--- src/hdl/stom_pkg.sv ---
// Constants and carriers for the safe torque cut-off monitor.
// Assumes a 100 MHz control clock; all times are converted here.
package stom_pkg;

	// ==========================================================
	// Clock and timing
	localparam int CLK_HZ = 100000000;
	localparam int PULSE_IGNORE_US = 1000;
	// An off pulse must outlast this many cycles to count as off
	localparam int FILT_CYCLES = PULSE_IGNORE_US * (CLK_HZ / 1000000);
	localparam int CUT_LIMIT_US = 5000;
	localparam int CUT_LIMIT_CYCLES = CUT_LIMIT_US * (CLK_HZ / 1000000);
	localparam int MON_LIMIT_US = 6000;
	localparam int MON_LIMIT_CYCLES = MON_LIMIT_US * (CLK_HZ / 1000000);
	localparam int CNT_W = 18;

	// ==========================================================
	// Reset values
	localparam logic [1:0] SYNC_RESET = 2'h3;
	localparam logic [CNT_W-1:0] CNT_RESET = 18'h00000;

	// ==========================================================
	// Stop behaviour selection
	typedef enum logic [1:0]
	{
		STOM_STOP_DYN_BRAKE = 2'b00,
		STOM_STOP_FREE_RUN = 2'b01,
		STOM_STOP_DYN_THEN_FREE = 2'b10,
		STOM_STOP_FREE_THEN_DYN = 2'b11
	} stom_stop_t;

	// ==========================================================
	// Cut-off state machine
	typedef enum logic [1:0]
	{
		STOM_RUN = 2'b00,
		STOM_CUT = 2'b01,
		STOM_ALARM = 2'b10
	} stom_state_t;

	// Gate drive carrier: one bit per arm, high means drive allowed
	typedef struct packed
	{
		logic upperEn;
		logic lowerEn;
	} stom_gate_t;

endpackage

--- src/hdl/stom_top.sv ---
// Safe torque cut-off monitor: filters two safety inputs, blocks gates,
// drops ready, selects stop behaviour and drives the monitor output.
// Assumes the safety inputs are high for on; off requests cut torque.
`timescale 1ns/1ns

// ==========================================================
// Per-input qualifier: synchronizer then off-pulse filter
module stom_filter
(
	input wire logic core_clk,
	input wire logic rstSync_n,
	input wire logic rawIn,
	output logic onOut
);
	logic [1:0] sync_reg;
	logic [stom_pkg::CNT_W-1:0] cnt_reg;
	logic on_reg;

	// ==========================================================
	// Synchronizer
	always_ff @(posedge core_clk or negedge rstSync_n)
	begin
		if (!rstSync_n)
			sync_reg <= stom_pkg::SYNC_RESET;
		else
			sync_reg <= {sync_reg[0], rawIn};
	end

	// ==========================================================
	// Off qualification: self-test low pulses never reach the counter limit
	// Counter stops at the limit, so its width only needs to hold FILT_CYCLES
	always_ff @(posedge core_clk or negedge rstSync_n)
	begin
		if (!rstSync_n)
		begin
			cnt_reg <= stom_pkg::CNT_RESET;
			on_reg <= 1'b0;
		end
		else if (sync_reg[1])
		begin
			cnt_reg <= stom_pkg::CNT_RESET;
			on_reg <= 1'b1;
		end
		else if (cnt_reg >= stom_pkg::CNT_W'(stom_pkg::FILT_CYCLES))
			on_reg <= 1'b0;
		else
			cnt_reg <= cnt_reg + 18'h00001;
	end

	assign onOut = on_reg;
endmodule

// ==========================================================
// Top: cut-off state, gate blocking, ready, brake and monitor
module stom_top
(
	input wire logic core_clk,
	input wire logic rstn,
	input wire logic safety_in_upper,
	input wire logic safety_in_lower,
	input wire logic alarmClear,
	input wire stom_pkg::stom_stop_t alarm_stop_select,
	input wire stom_pkg::stom_gate_t gateReq,
	output stom_pkg::stom_gate_t gateOut,
	output logic servoReady,
	output logic ext_monitor_out,
	output logic safe_torque_cut,
	output logic alarmActive,
	output logic dynBrakeOn
);
	// ==========================================================
	// Internal state
	logic [1:0] rst_reg;
	logic rstSync_n;
	logic upperOn;
	logic lowerOn;
	logic anyOff;
	stom_pkg::stom_state_t state_reg;
	logic upperGate_reg;
	logic lowerGate_reg;
	logic runOk;
	logic ready_reg;
	logic mon_reg;
	logic brake_reg;

	// ==========================================================
	// Reset release
	always_ff @(posedge core_clk or negedge rstn)
	begin
		if (!rstn)
			rst_reg <= 2'h0;
		else
			rst_reg <= {rst_reg[0], 1'b1};
	end
	assign rstSync_n = rst_reg[1];

	// ==========================================================
	// Input qualification
	stom_filter upperFilt
	(
		.core_clk(core_clk),
		.rstSync_n(rstSync_n),
		.rawIn(safety_in_upper),
		.onOut(upperOn)
	);
	stom_filter lowerFilt
	(
		.core_clk(core_clk),
		.rstSync_n(rstSync_n),
		.rawIn(safety_in_lower),
		.onOut(lowerOn)
	);
	assign anyOff = !upperOn || !lowerOn;

	// ==========================================================
	// Cut-off state: latches until cleared with both inputs on
	// Power-up lands in cut, so a clear with both inputs on is needed first
	always_ff @(posedge core_clk or negedge rstSync_n)
	begin
		if (!rstSync_n)
			state_reg <= stom_pkg::STOM_CUT;
		else
		begin
			unique case (state_reg)
				stom_pkg::STOM_RUN:
					if (anyOff)
						state_reg <= stom_pkg::STOM_CUT;
				stom_pkg::STOM_CUT:
					if (alarmClear && !anyOff)
						state_reg <= stom_pkg::STOM_RUN;
					else if (alarmClear)
						state_reg <= stom_pkg::STOM_ALARM;
				// Stays here until a clear finds both inputs on
				stom_pkg::STOM_ALARM:
					if (alarmClear && !anyOff)
						state_reg <= stom_pkg::STOM_RUN;
				default:
					state_reg <= stom_pkg::STOM_CUT;
			endcase
		end
	end

	// ==========================================================
	// Gate blocking acts on each arm directly, not only via the state
	// Both arms drop on the same edge the state machine sees the off input
	assign runOk = (state_reg == stom_pkg::STOM_RUN) && !anyOff;

	// ==========================================================
	// Upper arm
	always_ff @(posedge core_clk or negedge rstSync_n)
	begin
		if (!rstSync_n)
			upperGate_reg <= 1'b0;
		else
			upperGate_reg <= gateReq.upperEn && upperOn && runOk;
	end

	// ==========================================================
	// Lower arm
	always_ff @(posedge core_clk or negedge rstSync_n)
	begin
		if (!rstSync_n)
			lowerGate_reg <= 1'b0;
		else
			lowerGate_reg <= gateReq.lowerEn && lowerOn && runOk;
	end

	// ==========================================================
	// Ready output
	always_ff @(posedge core_clk or negedge rstSync_n)
	begin
		if (!rstSync_n)
			ready_reg <= 1'b0;
		else
			ready_reg <= runOk;
	end

	// ==========================================================
	// Stop behaviour: brake engaged for the braking selections while cut
	// Free run leaves the brake off, so the stopping distance grows
	always_ff @(posedge core_clk or negedge rstSync_n)
	begin
		if (!rstSync_n)
			brake_reg <= 1'b0;
		else
			brake_reg <= ((state_reg != stom_pkg::STOM_RUN) || anyOff) &&
				(alarm_stop_select != stom_pkg::STOM_STOP_FREE_RUN);
	end

	// ==========================================================
	// Monitor output: not a safety path, diagnostics only
	always_ff @(posedge core_clk or negedge rstSync_n)
	begin
		if (!rstSync_n)
			mon_reg <= 1'b0;
		else
			mon_reg <= !upperOn && !lowerOn;
	end

	// ==========================================================
	// Outputs
	assign gateOut = '{upperEn: upperGate_reg, lowerEn: lowerGate_reg};
	assign servoReady = ready_reg;
	assign ext_monitor_out = mon_reg;
	assign safe_torque_cut = (state_reg != stom_pkg::STOM_RUN);
	assign alarmActive = (state_reg == stom_pkg::STOM_ALARM);
	assign dynBrakeOn = brake_reg;
endmodule

--- config.mk ---
export PLATFORM = sky130hd
export DESIGN_NAME = stom_top
export DESIGN_NICKNAME = d
export VERILOG_FILES = /design/src/hdl/stom_pkg.sv /design/src/hdl/stom_top.sv
export SDC_FILE = /design/constraint.sdc
export NUM_CORES = 1
export LEC_CHECK = 0
export ABC_AREA = 1
export BUFFER_PORTS_ARGS = -buffer_cell sky130_fd_sc_hd__clkbuf_2
export CORE_AREA = 2 2 72 74
export DETAILED_ROUTE_END_ITERATION = 8
export DIE_AREA = 0 0 74 76
export GPL_TIMING_DRIVEN = 0
export PLACE_DENSITY = 0.78
export SLEW_MARGIN = 25
export SYNTH_ARGS = -nofsm -noshare
export SYNTH_HDL_FRONTEND = slang
export SYNTH_SLANG_ARGS = --single-unit
export TNS_END_PERCENT = 20
--- constraint.sdc ---
create_clock -name core_clk -period 1.7 [get_ports core_clk]
set_input_delay 0.17 -clock core_clk [delete_from_list [all_inputs] [get_ports core_clk]]
set_output_delay 0.17 -clock core_clk [all_outputs]
set_load 0.03 [all_outputs]
==> impl_results.md <==
- Post-synthesis register bit count: 51
- CTS tree: yes
- Commonest non-fill, non-tap cell in the layout: nand2_1
- Area grow syn2layout: 11.54%
- Dpl ws: ~0.11 ns
- First-pass GRT wire length: slightly below 10 mm
- Fraction of layout cells with a size suffix above 1: between 10% and 20%
- Routed via count: ~2400
- Grt met2 use: 39.55%
- Tmin final: ~1.5 ns
- Met1 usage: between 20% and 30%
- Final WS setup: 0.1501 ns
- Overall die width: around 74 um
- Clock Skew: 0.008167 ns
- Final net count: 393
- GR Util met3: 4.101%
- Post-synthesis net count: 368
- DR pass1 iterations: 4
- DP Wirelength: 4.012 mm
- Detailed Route Iter0 Violations: 103
- Crit path kind: reg2reg
- Total Power: about 0.0027 W
- Yosys top cell by area: dfrtp_1
- Ys Warns: 0
- Max clock buf depth: 2
- Syn Inst Count: about 350
- Root buf cell: clkbuf_8
- Slew headroom: 58.17%
- Most frequent cells in the layout: nand2_1, nand3_1, dfrtp_1, nor2_1, inv_1
- Top cells by area, synth: dfrtp_1, nand2_1, nand3_1
- Largest net degree at the start of global routing: 50
- Static Leak: about 1.3 nW
- Number of placement rows: 26
- DRC errors left: 0
- DR vias/cell: 5.364
- Netlist Area Pre-Place: 2884 sq um
- Worst skew pair latency: 0.30 ns
- Final Max Tran Viols: 0
- CTS clk-pin slew, worst paths: 0.09 ns
- Overall Global Routing Usage: 22.05%
- Required time of the critical path: between 1.5 and 2 ns
- Critical Path Sink Type: flop
- Avg Cell Area, Syn: 8.193 sq um
- Sequential fraction of the synthesis area: about 44%
- Class of the worst hold path: in2reg
- Setup Buffers After CTS: 0
- Crit path arrival time: 1.77 ns
- N_diodes: 0
- R2r setup slk: between 0.15 and 0.2 ns
- Die Span Y: 76 um
- I/O Pins: 16
- Final setup viols: 0
- Critical path launch point type: flop
- # port buffers: 15
- Slew @ Worst Pin: 0.6275 ns
- Post-DR wirelength/cell: 12.36 um
- Final ANT Viol Nets: 0
- Core area: just under 5000 sq um
- Total gr overflow: 0
- Max VDD drop: 551.0 uV
- DRT Wirelength: 5.539 mm
- Vias in the first global route: approximately 2300
- Antenna violations before repair: 0
- Final Wtd Congestion: 0.9015
- Die area: 5624 sq um
- Fmax: 645.2 MHz
- Final hold vios: 0
- H-tree depth: 2
- GRT Max-Usage Layer: met2
- Max cap viols: 0
- Clock Sinks: 51
- Crit-path max FO: 4
- Initial core utilization: around three fifths
- Power Density: 852.4 nW/um^2
- Final Cycle Share: roughly nine tenths
- Yosys cell types: 29
- Num CTS Buffers: 5
- Share of the synthesized area in the top cell type: 39.91%
- Status: finished clean
- RSZ-0062 raised after global routing: no
==> synth_stat cells, drive strengths merged <==
library cell / n
ha: 7
nor2: 46
xnor2: 6
nand3: 50
a21oi: 1
nand2: 83
inv: 26
dfrtp: 46
o21bai: 11
o21ai: 39
nand4: 10
conb: 1
buf: 7
nand3b: 2
clkbuf: 1
dfstp: 5
xor2: 9
clkinv: 2
==> path summary, 6_finish.rpt <==
check                                    startpoint                           endpoint  cells past startpoint
min                                      gateReq[1]            upperGate_reg$_DFF_PN0_                      3
max                        state_reg[0]$_DFFE_PN1P_           state_reg[0]$_DFFE_PN1P_                      7
max in group asynchronous      rst_reg[1]$_DFF_PN0_  lowerFilt.cnt_reg[13]$_DFFE_PN0P_                      0
min in group asynchronous                      rstn               rst_reg[1]$_DFF_PN0_                      2
max reg2reg                state_reg[0]$_DFFE_PN1P_           state_reg[0]$_DFFE_PN1P_                      7
min reg2reg                    rst_reg[1]$_DFF_PN0_  lowerFilt.cnt_reg[16]$_DFFE_PN0P_                      0
==> report_power, final <==
group / internal (W) / total, W / switching, W
logic: 0.000134 / 0.000402 / 0.000268
registers: 0.00130 / 0.00136 / 0.0000623
clock network: 0.000587 / 0.000982 / 0.000396
total: 0.00202 / 0.00274 / 0.000726
==> metrics by stage <==
stage / util, % / cells / hold WS (ns) / TNS (ns) / cell area, sq um
after floorplan: - / 352 / -0.1256 / 0 / 2884
after global placement: 62.02 / 437 / -0.04338 / -16.16 / 3047
after detailed placement: 62.10 / 437 / -0.04173 / 0 / 3050
after CTS: 65.49 / 448 / 0.03638 / 0 / 3217
after global routing: 65.49 / 448 / 0.04331 / 0 / 3217
final: 65.49 / 448 / 0.05276 / 0 / 3217
==> worst max-delay path, cell delays in order (launching register included) <==
cell	delay (ns)
dfstp_2	0.55
inv_1	0.06
ha_1	0.20
nand3_1	0.16
inv_1	0.08
a21oi_1	0.11
o21ai_1	0.12
o21ai_0	0.19
==> area by class of cell <==
cell class	instances	area, sq um
plain buffers	8	68.82
inverters	28	105.1
clock inverters	3	67.56
multi-input cells	265	1428
well taps	70	87.58
clock buffers	5	68.82
fillers	425	1695
flip-flops and latches	51	1286
repair buffers	18	105.1
==> kinds of logic (layout without fill, tap and decap cells) <==
logic type | Yosys count | after routing | synth area share [%]
simple gates | 191 | 191 | 30.15
fa+ha+maj | 7 | 7 | 3.037
other cells | 1 | 1 | 0.1300
compound gates | 51 | 51 | 11.63
xor+xnor | 15 | 15 | 4.555
flops | 51 | 51 | 44.47
buf+inv | 36 | 62 | 6.030
==> routing by layer <==
| layer | share of wire [%] | vias up | routed length [um] |
|---|---|---|---|
| met2 | 53 | 42 | 2918 |
| li1 | - | 1206 | - |
| met1 | 43 | 1150 | 2363 |
| met3 | 3.2 | 5 | 180 |
| met5 | 0 | - | 0 |
| met4 | 1.4 | 0 | 76 |
==> timing repair <==
action                                  in CTS  in global routing
hold endpoints to repair                     4                  0
endpoints found under the setup margin       0                  2
hold buffers                                 3                  0
gates resized for setup                      0                  1
Power figures use the tool's default switching activity.
